## src/verilog/wds_regs.svh

```systemverilog
`ifndef WDS_REGS_SVH
`define WDS_REGS_SVH
// Control register location on the core's register port
`define WDS_CTRL_ADDR 8'hC0
// Field positions
`define WDS_PRE_HI 7
`define WDS_PRE_LO 4
`define WDS_RESP_BIT 3
`define WDS_FLAG_BIT 2
`define WDS_EN_BIT 1
`define WDS_UNLOCK_BIT 0
// Reset values
`define WDS_PRE_RST 4'h7
`define WDS_RESP_RST 1'b0
`define WDS_FLAG_RST 1'b0
`define WDS_EN_RST 1'b1
`define WDS_LOCK_RST 1'b1
// Special timeout codes
`define WDS_PRE_LAST_TIMED 4'h7
`define WDS_PRE_AUTO 4'h8
`define WDS_PRE_DL 4'h9
// Crystal rate and shortest period
`define WDS_XTAL_HZ 32768
`define WDS_BASE_PERIOD_US 15625
`define WDS_BASE_TICKS ((`WDS_XTAL_HZ * `WDS_BASE_PERIOD_US) / 1000000)
`endif

```

## src/verilog/wds_pkg.sv

```systemverilog
package wds_pkg;
    typedef enum logic [2:0] {
        UL_IDLE = 3'b001,
        UL_ARMED = 3'b010,
        UL_OPEN = 3'b100
    } wds_unlock_t;
endpackage

```

## src/verilog/wds_tick_if.sv

```systemverilog
`timescale 1ns/1ns
`default_nettype none
interface wds_tick_if;
    logic tick;
    modport src (output tick);
    modport dst (input tick);
endinterface
`default_nettype wire

```

## src/verilog/wds_supervisor.sv

```systemverilog
// Contract
// [RULE1] Out of reset the timer is enabled, 2 s timeout, reset response.
// [RULE2] Clearing the enable bit stops the timer so no expiry action occurs.
// [RULE3] The counter advances on the 32.768 kHz crystal, not the core clock.
// [RULE4] A control write only takes effect right after the unlock step.
// [RULE5] Software unlocks, then writes the register in the next instruction.
// [RULE6] Flash lock bit clear forces response to 0 and enable to 1.
// [RULE7] Under flash lock the timeout select stays writable through unlock.
// [RULE8] The counter is 16 bits; timeout select in bits 7:4 resets to 7.
// [RULE9] Codes 0 to 7 pick periods 15.6 ms doubling up to 2 s.
// [RULE10] Code 8 asks an immediate reset, code 9 a serial-download reset.
// [RULE11] Expiry resets when response bit 3 is 0 and interrupts when it is 1.
// [RULE12] Flag bit 2 sets on timeout; only a 0 write or pin reset clears it.
// [RULE13] Each write setting enable bit 1 enables and clears the counter.
// [RULE14] Bit 0 is the unlock bit and resets to 0.
// [RULE15] The expiry interrupt is high priority; no global mask gates it.
// [RULE16] Unlock lapses after the one instruction following the unlock step.
// [RULE17] Flash lock is sampled as reset ends and held until the next reset.
`timescale 1ns/1ns
`default_nettype none
`include "wds_regs.svh"
module wds_supervisor
    import wds_pkg::*;
#(
    parameter int CNT_W = 16
) (
    // Clock and resets
    input wire logic i_clk,
    input wire logic i_sys_rst,
    input wire logic i_sys_soft_rst,
    // Crystal and flash lock
    input wire logic i_crystal_in,
    input wire logic i_flash_lock_bit,
    // Core register port
    input wire logic [7:0] i_sfr_addr,
    input wire logic i_sfr_wr,
    input wire logic i_sfr_rd,
    input wire logic [7:0] i_sfr_wdata,
    input wire logic i_instr_done,
    output logic [7:0] o_sfr_rdata,
    // Expiry actions
    output logic o_sys_rst_req,
    output logic o_download_rst_req,
    output logic o_expiry_irq
);
    wds_tick_if tick_bus ();

    wds_xtal_tick u_tick (
        .i_clk(i_clk),
        .i_sys_rst(i_sys_rst),
        .i_crystal_in(i_crystal_in),
        .tick_port(tick_bus.src)
    );

    // [RULE8] select field, wide counter
    logic [3:0] pre;
    logic resp;
    logic flag;
    logic en;
    logic lock;
    logic lock_taken;
    logic [CNT_W-1:0] count;
    wds_unlock_t ul_state;
    logic rst_q;
    logic dl_q;
    logic irq_q;
    logic [7:0] rdata;

    logic [3:0] next_pre;
    logic next_resp;
    logic next_flag;
    logic next_en;
    logic next_lock;
    logic next_lock_taken;
    logic [CNT_W-1:0] next_count;
    wds_unlock_t next_ul_state;
    logic next_rst_q;
    logic next_dl_q;
    logic next_irq_q;
    logic [7:0] next_rdata;

    logic hit;
    logic write_hit;
    logic write_ok;
    logic timed;
    logic expire;
    logic [CNT_W:0] limit_wide;
    logic [CNT_W-1:0] limit;
    logic [7:0] ctrl_value;

    always_comb begin
        hit = (i_sfr_addr == `WDS_CTRL_ADDR);
        write_hit = i_sfr_wr & hit;
        // Only the instruction right after the unlock step may write
        write_ok = write_hit & (ul_state == UL_OPEN);
        timed = (pre <= `WDS_PRE_LAST_TIMED);
        // [RULE9] period from select code
        limit_wide = (CNT_W+1)'(`WDS_BASE_TICKS) << pre[2:0];
        limit = CNT_W'(limit_wide - (CNT_W+1)'(1));
        expire = en & timed & tick_bus.tick & (count == limit);
        // [RULE14] unlock bit reads back
        ctrl_value = {pre, resp, flag, en, ul_state != UL_IDLE};
    end

    always_comb begin
        next_pre = pre;
        next_resp = resp;
        next_flag = flag;
        next_en = en;
        next_lock = lock;
        next_lock_taken = 1'b1;
        next_count = count;
        next_ul_state = ul_state;
        next_rst_q = 1'b0;
        next_dl_q = 1'b0;
        next_irq_q = 1'b0;
        next_rdata = 8'h00;
        // [RULE17] lock sampled once after reset
        if (!lock_taken) begin
            next_lock = i_flash_lock_bit;
        end
        // [RULE16] unlock window closes after one instruction
        if (write_hit && i_sfr_wdata[`WDS_UNLOCK_BIT] && i_instr_done) begin
            next_ul_state = UL_OPEN;
        end else if (write_hit && i_sfr_wdata[`WDS_UNLOCK_BIT]) begin
            next_ul_state = UL_ARMED;
        end else if (write_ok) begin
            next_ul_state = UL_IDLE;
        end else if (i_instr_done) begin
            unique case (ul_state)
                UL_IDLE: next_ul_state = UL_IDLE;
                UL_ARMED: next_ul_state = UL_OPEN;
                UL_OPEN: next_ul_state = UL_IDLE;
            endcase
        end
        // [RULE3] count crystal ticks
        // [RULE2] disabled timer holds still
        if (en && timed && tick_bus.tick) begin
            next_count = expire ? '0 : count + CNT_W'(1);
        end
        // [RULE4] accepted writes only
        if (write_ok) begin
            // [RULE7] select writable even when locked
            next_pre = i_sfr_wdata[`WDS_PRE_HI:`WDS_PRE_LO];
            next_resp = i_sfr_wdata[`WDS_RESP_BIT];
            next_en = i_sfr_wdata[`WDS_EN_BIT];
            if (!i_sfr_wdata[`WDS_FLAG_BIT]) begin
                next_flag = 1'b0;
            end
            // [RULE13] enable write restarts period
            if (i_sfr_wdata[`WDS_EN_BIT]) begin
                next_count = '0;
            end
        end
        // [RULE12] set wins over clear
        if (expire) begin
            next_flag = 1'b1;
        end
        // [RULE11] response selects reset or interrupt
        // [RULE15] no mask stands in front of the interrupt
        next_rst_q = expire & ~resp;
        next_irq_q = expire & resp;
        // [RULE10] immediate reset codes
        if (en && pre == `WDS_PRE_AUTO) begin
            next_rst_q = 1'b1;
        end
        if (en && pre == `WDS_PRE_DL) begin
            next_dl_q = 1'b1;
        end
        if (i_sfr_rd && hit) begin
            next_rdata = ctrl_value;
        end
        // Watchdog-caused reset keeps the flag
        if (i_sys_soft_rst) begin
            next_pre = `WDS_PRE_RST;
            next_resp = `WDS_RESP_RST;
            next_en = `WDS_EN_RST;
            next_count = '0;
            next_ul_state = UL_IDLE;
            next_lock_taken = 1'b0;
            next_rst_q = 1'b0;
            next_dl_q = 1'b0;
            next_irq_q = 1'b0;
        end
        // [RULE6] flash lock pins response and enable
        if (!next_lock) begin
            next_resp = 1'b0;
            next_en = 1'b1;
        end
    end

    // [RULE1] enabled, 2 s, reset response out of reset
    always_ff @(posedge i_clk or posedge i_sys_rst) begin
        if (i_sys_rst) begin
            pre <= `WDS_PRE_RST;
            resp <= `WDS_RESP_RST;
            flag <= `WDS_FLAG_RST;
            en <= `WDS_EN_RST;
            lock <= `WDS_LOCK_RST;
            lock_taken <= 1'b0;
            count <= '0;
            ul_state <= UL_IDLE;
            rst_q <= 1'b0;
            dl_q <= 1'b0;
            irq_q <= 1'b0;
            rdata <= 8'h00;
        end else begin
            pre <= next_pre;
            resp <= next_resp;
            flag <= next_flag;
            en <= next_en;
            lock <= next_lock;
            lock_taken <= next_lock_taken;
            count <= next_count;
            ul_state <= next_ul_state;
            rst_q <= next_rst_q;
            dl_q <= next_dl_q;
            irq_q <= next_irq_q;
            rdata <= next_rdata;
        end
    end

    assign o_sfr_rdata = rdata;
    assign o_sys_rst_req = rst_q;
    assign o_download_rst_req = dl_q;
    assign o_expiry_irq = irq_q;
endmodule
`default_nettype wire

```

## src/verilog/wds_xtal_tick.sv

```systemverilog
`timescale 1ns/1ns
`default_nettype none
module wds_xtal_tick (
    // Clock and reset
    input wire logic i_clk,
    input wire logic i_sys_rst,
    // Crystal level, sampled on i_clk
    input wire logic i_crystal_in,
    // One-cycle tick per crystal rising edge
    wds_tick_if.src tick_port
);
    logic prev;
    logic tick_q;
    logic next_prev;
    logic next_tick;

    always_comb begin
        next_prev = i_crystal_in;
        next_tick = i_crystal_in & ~prev;
    end

    always_ff @(posedge i_clk or posedge i_sys_rst) begin
        if (i_sys_rst) begin
            prev <= 1'b0;
            tick_q <= 1'b0;
        end else begin
            prev <= next_prev;
            tick_q <= next_tick;
        end
    end

    assign tick_port.tick = tick_q;
endmodule
`default_nettype wire

```

## config.mk

```make
export PLATFORM = sky130hd
export DESIGN_NAME = wds_supervisor
export DESIGN_NICKNAME = d
export VERILOG_FILES = /design/src/verilog/wds_pkg.sv /design/src/verilog/wds_tick_if.sv /design/src/verilog/wds_supervisor.sv /design/src/verilog/wds_xtal_tick.sv
export VERILOG_INCLUDE_DIRS = /design/src /design/src/verilog
export SDC_FILE = /design/constraint.sdc
export NUM_CORES = 1
export LEC_CHECK = 0
export ABC_AREA = 1
export BUFFER_PORTS_ARGS = -buffer_cell sky130_fd_sc_hd__buf_2
export CAP_MARGIN = 40
export CORE_ASPECT_RATIO = 1.1
export CORE_MARGIN = 3
export CORE_UTILIZATION = 37
export DETAILED_ROUTE_END_ITERATION = 10
export GPL_TIMING_DRIVEN = 1
export PLACE_DENSITY = 0.59
export SYNTH_ARGS = -nofsm -noshare
export SYNTH_HDL_FRONTEND = slang
export SYNTH_HIERARCHICAL = 1
export SYNTH_SLANG_ARGS = --single-unit
```

## constraint.sdc

```tcl
create_clock -name i_clk -period 2.4 [get_ports i_clk]
set_input_delay 0.12 -clock i_clk [delete_from_list [all_inputs] [get_ports i_clk]]
set_output_delay 0.12 -clock i_clk [all_outputs]
set_load 0.005 [all_outputs]
```

==> reports/metrics.csv, run 1 <==
metric,value,unit
outcome,"finished, final reports clean",
I/O pin count,35,
hpwl dp,3848,um
Mapped Avg Cell Area,7.878,um2
area grow syn2layout,15.33,%
CTS sink count,41,
Synth area leader,dfrtp_1,
drt wl/cell,11.87,um
largest family of logic cells by synthesized area,simple AND/OR/NAND/NOR gates,
Mapped Cells,290,
WL final,4832,um
H-tree lvl count,2,
"Async S/R FF share, synth",1.000,
TNS Setup,0,ns
crit path capture type,flop,
Slew HR,0.6773,
Via Count,1964,
design area,2635,um2
Synth Cell Area,2285,um2
GRT Overall Usage,0.1563,
fraction of layout cells with a size suffix above 1,0.2364,
Hold WC Path Type,in2reg,
largest cells by area after synthesis,"dfrtp_1, nand2_1, dfstp_2",
WHS Path Cells,3,
Compound-Gate Fraction of Synth Area,0.06353,
reg2reg setup slack,0.23,ns
"Top FF cell, synth",dfrtp_1,
Worst Setup SP,pre[0],
first-pass GRT wire length,8721,um
FF-to-FF End,count[12],
setup bufs post-CTS,0,
final-report hold violation count,0,
minimum clock period,2.165,ns
final core utilization,0.4483,
"Seq/Total Area, Yosys",0.4524,
DRC,0,
Synth Register Bits,41,
worst vdd ir,0.2212,mV
Starting Density,0.3887,
vias in the first global route,1967,
share of the synthesized area in the top cell type,0.3834,
Power Dens Cells,545.3,nW/um2
CTS tree,built,
synth warn,6,
Post-Synthesis Net Count,316,
Placed Area,2511,um2
Die Y,88.42,um
Clock Pin Slew Worst Setup and Hold Paths,0.08,ns
slew of the pin with the lowest slew margin,0.4791,ns
Synth Area in Simple Gates,0.3521,
reg2reg start,pre[0],
GR Overflow Total,0,
Rows,29,
Pleak,1.279,nW
RSZ-0062 raised after global routing,no,
Num CTS Buffers,5,
diodes inserted,0,
Worst Setup Start Kind,flop,
Fmax,461.9,MHz
Min Hold Slack,0.05696,ns
Critical Path AT,2.34,ns
Synth cell types,33,
fin nets,356,
maxcap violations,0,
DRT Pass-1 Iters,4,
CP required,2.58,ns
Final Max Slew Viols,0,
initial antenna violation count,0,
via density per instance,4.826,
Worst Skew,0.01179,ns
adder-cell area share of the yosys netlist,0.01095,
Post-synth EDFFs,0,
Die Area,7155,um2
worst skew pair latency,0.29,ns
R2R depth,14,
largest net degree at the start of global routing,40,
hold_sp,i_sfr_wdata[5],
Die X,80.93,um
critical-path maximum fanout,11,
# setup viols final,0,
IO buf count,34,
Clock Tree Buf Depth,2,
Detail Route Antenna Nets,0,
mux contribution to synthesized area,0,
1st-iter DRT viols,82,
crit path to,count[12],
Post-CTS Resized,0,
CP Class,reg2reg,
XOR/XNOR Fraction of Synth Area,0.02683,
clk root buf,clkbuf_8,
fin crit share,0.9021,
core area,5878,um2
Final GP Congestion,0.9258,
total power,0.001437,W
[worst max-delay path, stage by stage (launching register included)]
cell	delay [ns]
dfstp_2	0.57
inv_2	0.07
nor2_1	0.13
nand2_1	0.07
ha_1	0.22
inv_1	0.09
nand2_1	0.05
nand2_1	0.09
inv_1	0.04
nand2_1	0.07
nand3_1	0.12
nor2_4	0.16
nand3_4	0.11
nand2_4	0.19
nor2_1	0.07
[cell type report]
cell class	count	area, um2
fillers	596	3243
multi-input cells	201	1036
flip-flops and latches	41	1033
repair buffers	37	197.7
inverters	44	167.7
well taps	77	96.34
clock buffers	5	68.82
clock inverters	2	35.03
[flip-flops by register name (all words and copies together), names as in the netlist, 3 cells and up]
signal / cells
count: 16
o_sfr_rdata: 8
pre: 4
ul_state: 3
[timing repair]
item / CTS / global route
hold endpoints to repair: 36 / 0
hold buffers: 2 / 0
endpoints found under the setup margin: 0 / 0
[Yosys cell counts (2+ instances only)]
master and n:
xor2_1 5, nor3_1 6, o21ai_0 15, dfstp_2 6
nand3_1 24, o21ai_1 2, o211ai_1 2, dfrtp_1 35
nor2_4 4, inv_1 41, buf_6 2, nand4_1 11
inv_2 2, nand2_2 4, a21oi_1 5, xnor2_1 2
nor2_1 31, nor2_2 13, nand2_1 65, ha_1 2
[worst min-delay path by stage]
stage,to
floorplan,u_tick/prev
global placement,u_tick/prev
detailed placement,u_tick/prev
CTS,pre[1]
global route,pre[2]
finish,pre[1]
[kinds of logic after synthesis]
logic type | after synthesis
DFF | 41
adders and majority gates | 2
buffers and inverters | 48
AOI/OAI and AO/OA | 27
and+or+nand+nor | 165
xor gates and xnor gates | 7
[layer usage]
layer | part of all wire | wire, um | GRT usage
met2 | 0.49 | 2382 | 0.2644
met1 | 0.44 | 2122 | 0.1962
met4 | 0.024 | 114 | 0.06605
met3 | 0.044 | 212 | 0.02749
met5 | 0 | 0 | 0
[power by group]
group	internal, W	switching, W
registers	0.000715	0.0000197
clock network	0.000302	0.000229
logic	0.0000599	0.000111
total	0.00108	0.000360
[cells in the final DEF (no fill, tap or decap), types with 2 or more instances in the layout]
master	count
clkbuf_8	5
nor2_2	13
nand2_2	4
dfstp_2	6
nand4_1	11
nor3_1	6
nor2_4	4
a21oi_1	5
nand2_1	65
inv_2	2
nor2_1	31
dlygate4sd3_1	2
buf_2	34
ha_1	2
o211ai_1	2
xnor2_1	2
xor2_1	5
nand3_1	24
inv_1	41
o21ai_1	2
dfrtp_1	35
o21ai_0	15
[through the flow]
| stage | cells | worst slack (ns) |
|---|---|---|
| final | 407 | 0.2349 |
| after global routing | 407 | 0.04127 |
| after CTS | 407 | 0.2416 |
| after detailed placement | 398 | 0.2517 |
| after global placement | 398 | 0.3360 |
| after floorplan | 290 | 0.4239 |
Note: power is estimated with default switching activity, not from simulation.
==> run 2: changes to the inputs <==
==> constraint.sdc (replaced) <==
create_clock -name i_clk -period 2.1 [get_ports i_clk]
set_input_delay 0.105 -clock i_clk [delete_from_list [all_inputs] [get_ports i_clk]]
set_output_delay 0.105 -clock i_clk [all_outputs]
set_load 0.005 [all_outputs]
==> reports/metrics.csv, run 2 (synthesis gave the netlist of run 1 again) <==
metric,value,unit,change
outcome,"finished, final reports clean",,
GR Overflow Total,0,,unchanged
IO buf count,34,,unchanged
RSZ-0062 raised after global routing,yes,,
worst vdd ir,0.2851,mV,+29%
first-pass GRT wire length,8756,um,+0.40%
fraction of layout cells with a size suffix above 1,0.2832,,+0.04682
critical path buffer and inverter count,2,,-1
Fmax,492.7,MHz,+6.7%
core area,5878,um2,unchanged
maxcap violations,0,,unchanged
crit path max-delay cell type,dfstp_2,,
initial antenna violation count,0,,unchanged
worst skew pair latency,0.29,ns,about the same
crit path capture type,flop,,
Clock Tree Buf Depth,2,,unchanged
fin crit share,0.9665,,+0.06432
cell family with most CP delay,simple AND/OR/NAND/NOR gates,,
vias in the first global route,2014,,+2.4%
Via Count,1978,,+0.71%
slew of the pin with the lowest slew margin,0.8592,ns,+0.3801 ns
diodes inserted,0,,unchanged
Die Y,88.42,um,unchanged
final core utilization,0.4657,,+0.01745
DRC,0,,unchanged
minimum clock period,2.030,ns,-0.1356 ns
Pleak,1.307,nW,+2.2%
Final Max Slew Viols,0,,unchanged
H-tree lvl count,2,,unchanged
Hold WC Path Type,in2reg,,
CP Class,reg2reg,,
# setup viols final,0,,unchanged
critical-path maximum fanout,7,,-4
via density per instance,4.755,,-1.5%
Detail Route Antenna Nets,0,,unchanged
Starting Density,0.3887,,unchanged
Filler Cell Count,603,,+1.2%
area grow syn2layout,19.82,%,
CTS tree,built,,
hpwl dp,3895,um,+1.2%
"commonest non-fill, non-tap cell in the layout",nand2_1,,
Worst Skew,0.01070,ns,-0.001089 ns
I/O pin count,35,,unchanged
Die X,80.93,um,unchanged
largest net degree at the start of global routing,40,,unchanged
1st-iter DRT viols,86,,+4.9%
worst stage delay on the critical path,0.55,ns,-0.02 ns
max reg flops,16,,unchanged
Num CTS Buffers,5,,unchanged
drt wl/cell,12.25,um,+3.2%
GRT Overall Usage,0.1571,,+0.0008684
Critical Path AT,2.21,ns,-0.13 ns
WL final,5098,um,+5.5%
clk root buf,clkbuf_8,,
Worst Setup Start Kind,flop,,
Min Hold Slack,0.04671,ns,-0.01025 ns
final-report hold violation count,0,,unchanged
crit-path cells,inv_2 -> nor2_4 -> nand2_2 -> ha_4 -> inv_2 -> nand2_2 -> nand2_1 -> nor2_1 -> nand3_1 -> nor2_4 -> nand3_4 -> nand2_4 -> nor2_2,,
Power Dens Cells,575.8,nW/um2,+5.6%
Biggest register,count,,
Slew HR,0.4234,,-0.2539
Rows,29,,unchanged
Die Area,7155,um2,unchanged
Final GP Congestion,0.8981,,-3.0%
"commonest cells after routing, fill and taps aside","nand2_1, inv_1, dfrtp_1",,
CP required,2.28,ns,-0.30 ns
DRT Pass-1 Iters,6,,+2
fin nets,364,,+2.2%
Clock Pin Slew Worst Setup and Hold Paths,0.08,ns,about the same
CTS sink count,41,,unchanged
[run 2: what timing repair did]
| item | 4_1_cts | 5_1_grt |
|---|---|---|
| endpoints found under the setup margin | 11 | 16 |
| gates cloned | 1 | 0 |
| hold buffers | 2 | 0 |
| resized for setup | 1 | 12 |
| endpoints found under the hold margin | 36 | 0 |
| setup buffers | 1 | 1 |
| pin swaps | 2 | 5 |
[run 2: area by class of cell]
type	instances	area, um2	area share
sequential	41	1033	0.3775
clock buffer	6	72.57	0.02651
tap	77	96.34	0.03519
multi-input combinational	202	1102	0.4027
inverter	44	167.7	0.06124
timing repair buffer	44	250.2	0.09141
clock inverter	2	15.01	0.005484
[run 2: tightest hold or removal path: cells and delay by family]
family / cells / cell delay (ns)
buf+inv: 1 / 0.07
compound gates: 2 / 0.13
[run 2: through the flow]
stage               instance area (um2)  setup WS (ns)  instances  total power [W]  setup TNS (ns)
floorplan                          2285         0.1239        290        0.0009988               0
global placement                   2549        0.04919        403         0.001059               0
detailed placement                 2549       -0.03366        403         0.001059        -0.05052
CTS                                2684        0.01044        415         0.001580               0
global route                       2738       -0.04835        416         0.001665         -0.3598
finish                             2738        0.07043        416         0.001576               0
[run 2: layer usage]
metal / share of wire / vias to the layer above / global-route usage
met2: 0.49 / 37 / 0.2853
met3: 0.028 / 7 / 0.02138
met4: 0.017 / 0 / 0.05223
met5: 0 / - / 0
li1: - / 1017 / -
met1: 0.46 / 917 / 0.1903
[run 2: power breakdown]
group	switching, W	total [W]	internal [W]
logic	0.000147	0.000238	0.0000910
registers	0.0000164	0.000833	0.000816
clock network	0.000272	0.000506	0.000234
total	0.000435	0.00158	0.00114
[run 2: path summary, 6_finish.rpt]
kind	startpoint	endpoint	slack (ns)	cells after the start
worst min-delay path	i_sfr_wdata[6]	pre[2]	0.05	3
worst min register to register	u_tick/prev	u_tick/tick_port.tick	0.39	1
worst max register to register	pre[0]	count[2]	0.07	13
min in group asynchronous	i_sys_rst	u_tick/tick_port.tick	0.21	3
worst max-delay path	pre[0]	count[2]	0.07	13
max in group asynchronous	i_sys_rst	pre[0]	1.27	4
==> run 3: changes to the inputs <==
--- a/config.mk
+++ b/config.mk
@@ -15,6 +15,7 @@
 export DETAILED_ROUTE_END_ITERATION = 10
 export GPL_TIMING_DRIVEN = 1
 export PLACE_DENSITY = 0.59
+export RECOVER_POWER = 50
 export SYNTH_ARGS = -nofsm -noshare
 export SYNTH_HDL_FRONTEND = slang
 export SYNTH_HIERARCHICAL = 1
==> reports/metrics.csv, run 3 (synthesis gave the netlist of run 1 again) <==
metric,value,unit,change
Final GP Congestion,0.8981,,unchanged
final-report hold violation count,0,,unchanged
diodes inserted,0,,unchanged
minimum clock period,2.030,ns,+0.0008822 ns
Die X,80.93,um,unchanged
Detail Route Antenna Nets,0,,unchanged
Die Y,88.42,um,unchanged
Clock Pin Slew Worst Setup and Hold Paths,0.08,ns,about the same
worst skew pair latency,0.29,ns,about the same
Worst Setup Start Kind,flop,,
Critical Path AT,2.21,ns,about the same
Final Max Slew Viols,0,,unchanged
Via Count,1973,,-0.25%
via density per instance,4.743,,-0.25%
GRT Overall Usage,0.1571,,unchanged
critical-path maximum fanout,7,,unchanged
hpwl dp,3895,um,unchanged
core area,5878,um2,unchanged
largest net degree at the start of global routing,40,,unchanged
CTS sink count,41,,unchanged
area grow syn2layout,19.39,%,
CTS tree,built,,
first-pass GRT wire length,8756,um,unchanged
WL final,5109,um,+0.22%
DP Worst Slack,-0.03366,ns,unchanged
"non-filler cells, final",416,,unchanged
CP Class,reg2reg,,
reg2reg setup slack,0.07,ns,about the same
DRT Pass-1 Iters,6,,unchanged
# setup viols final,0,,unchanged
H-tree lvl count,2,,unchanged
# placed instances,403,,unchanged
max reg flops,16,,unchanged
"commonest non-fill, non-tap cell in the layout",nand2_1,,
Rows,29,,unchanged
Final WS setup,0.06955,ns,-0.0008822 ns
total power,0.001577,W,about the same
slew of the pin with the lowest slew margin,0.9472,ns,+0.08806 ns
fin crit share,0.9669,,about the same
outcome,"finished, final reports clean",,
"commonest cells after routing, fill and taps aside","nand2_1, inv_1, dfrtp_1",,
Worst Skew,0.01160,ns,+0.0008976 ns
fraction of layout cells with a size suffix above 1,0.2625,,-0.02065
GR Overflow Total,0,,unchanged
maxcap violations,0,,unchanged
Biggest register,count,,
Pleak,1.282,nW,-1.9%
TNS Setup,0,ns,unchanged
drt wl/cell,12.28,um,+0.22%
Fmax,492.5,MHz,about the same
Die Area,7155,um2,unchanged
hold_sp,i_sfr_wdata[6],,
vias in the first global route,2014,,unchanged
1st-iter DRT viols,86,,unchanged
Power Dens Cells,578.3,nW/um2,+0.44%
crit path capture type,flop,,
IO buf count,34,,unchanged
fin nets,364,,unchanged
R2R depth,13,,unchanged
Hold WC Path Type,in2reg,,
Num CTS Buffers,5,,unchanged
Starting Density,0.3887,,unchanged
DRC,0,,unchanged
CP required,2.28,ns,about the same
clk root buf,clkbuf_8,,
Clock Tree Buf Depth,2,,unchanged
worst vdd ir,0.2870,mV,+0.69%
RSZ-0062 raised after global routing,yes,,
I/O pin count,35,,unchanged
reg2reg start,pre[0],,
Slew HR,0.3685,,-0.05486
initial antenna violation count,0,,unchanged
final core utilization,0.4640,,-0.001703
WHS Path Cells,3,,unchanged
Worst Setup SP,pre[0],,
-- run 3: changes by cell type in the layout (fill, tap and decap cells not counted) --
cell	before	now
buf_1	0	1
buf_4	8	7
dfstp_2	6	5
clkbuf_2	0	1
buf_2	34	28
clkbuf_1	1	6
dfstp_1	0	1
-- run 3: path summary, 6_finish.rpt --
check,endpoint
setup / recovery,count[2]
hold / removal,pre[2]
setup reg to reg,count[2]
hold reg to reg,u_tick/tick_port.tick
max in group asynchronous,count[6]
min in group asynchronous,u_tick/tick_port.tick
-- run 3: layout make-up --
| cell class | instances | area, um2 |
|---|---|---|
| clock buffers | 6 | 72.57 |
| repair buffers | 44 | 240.2 |
| clock inverters | 2 | 15.01 |
| inverters | 44 | 167.7 |
| flip-flops and latches | 41 | 1033 |
| multi-input cells | 202 | 1102 |
| fillers | 605 | 3151 |
| well taps | 77 | 96.34 |
-- run 3: timing repair --
item | in CTS | in global routing
hold endpoints to repair | 36 | 0
hold buffers | 2 | 0
gates cloned | 1 | 0
buffers inserted | 1 | 1
pin swaps | 2 | 5
resized for setup | 1 | 12
endpoints found under the setup margin | 11 | 16
-- run 3: layer usage --
| metal | part of all wire | vias up | GRT usage |
|---|---|---|---|
| met1 | 0.46 | 917 | 0.1903 |
| li1 | - | 1017 | - |
| met3 | 0.026 | 7 | 0.02138 |
| met5 | 0 | - | 0 |
| met2 | 0.50 | 32 | 0.2853 |
| met4 | 0.017 | 0 | 0.05223 |
-- run 3: worst max-delay path, cell delays in order, from the launching register on --
cell	delay [ns]
dfstp_2	0.55
inv_2	0.05
nor2_4	0.08
nand2_2	0.07
ha_4	0.27
inv_2	0.03
nand2_2	0.06
nand2_1	0.05
nor2_1	0.11
nand3_1	0.13
nor2_4	0.14
nand3_4	0.17
nand2_4	0.16
nor2_2	0.05
-- run 3: per-stage QoR --
| step | hold slack (ns) | instance area, um2 |
|---|---|---|
| after detailed placement | -0.02460 | 2549 |
| final | 0.04621 | 2728 |
| after floorplan | -0.1538 | 2285 |
| after global routing | 0.06092 | 2728 |
| after global placement | -0.03381 | 2549 |
| after CTS | 0.03646 | 2684 |
-- run 3: report_power, final --
part / switching [W] / leakage, nW / total [W] / internal [W]
logic: 0.000147 / 0.707 / 0.000237 / 0.0000897
clock network: 0.000274 / 0.0374 / 0.000508 / 0.000234
registers: 0.0000162 / 0.538 / 0.000833 / 0.000816
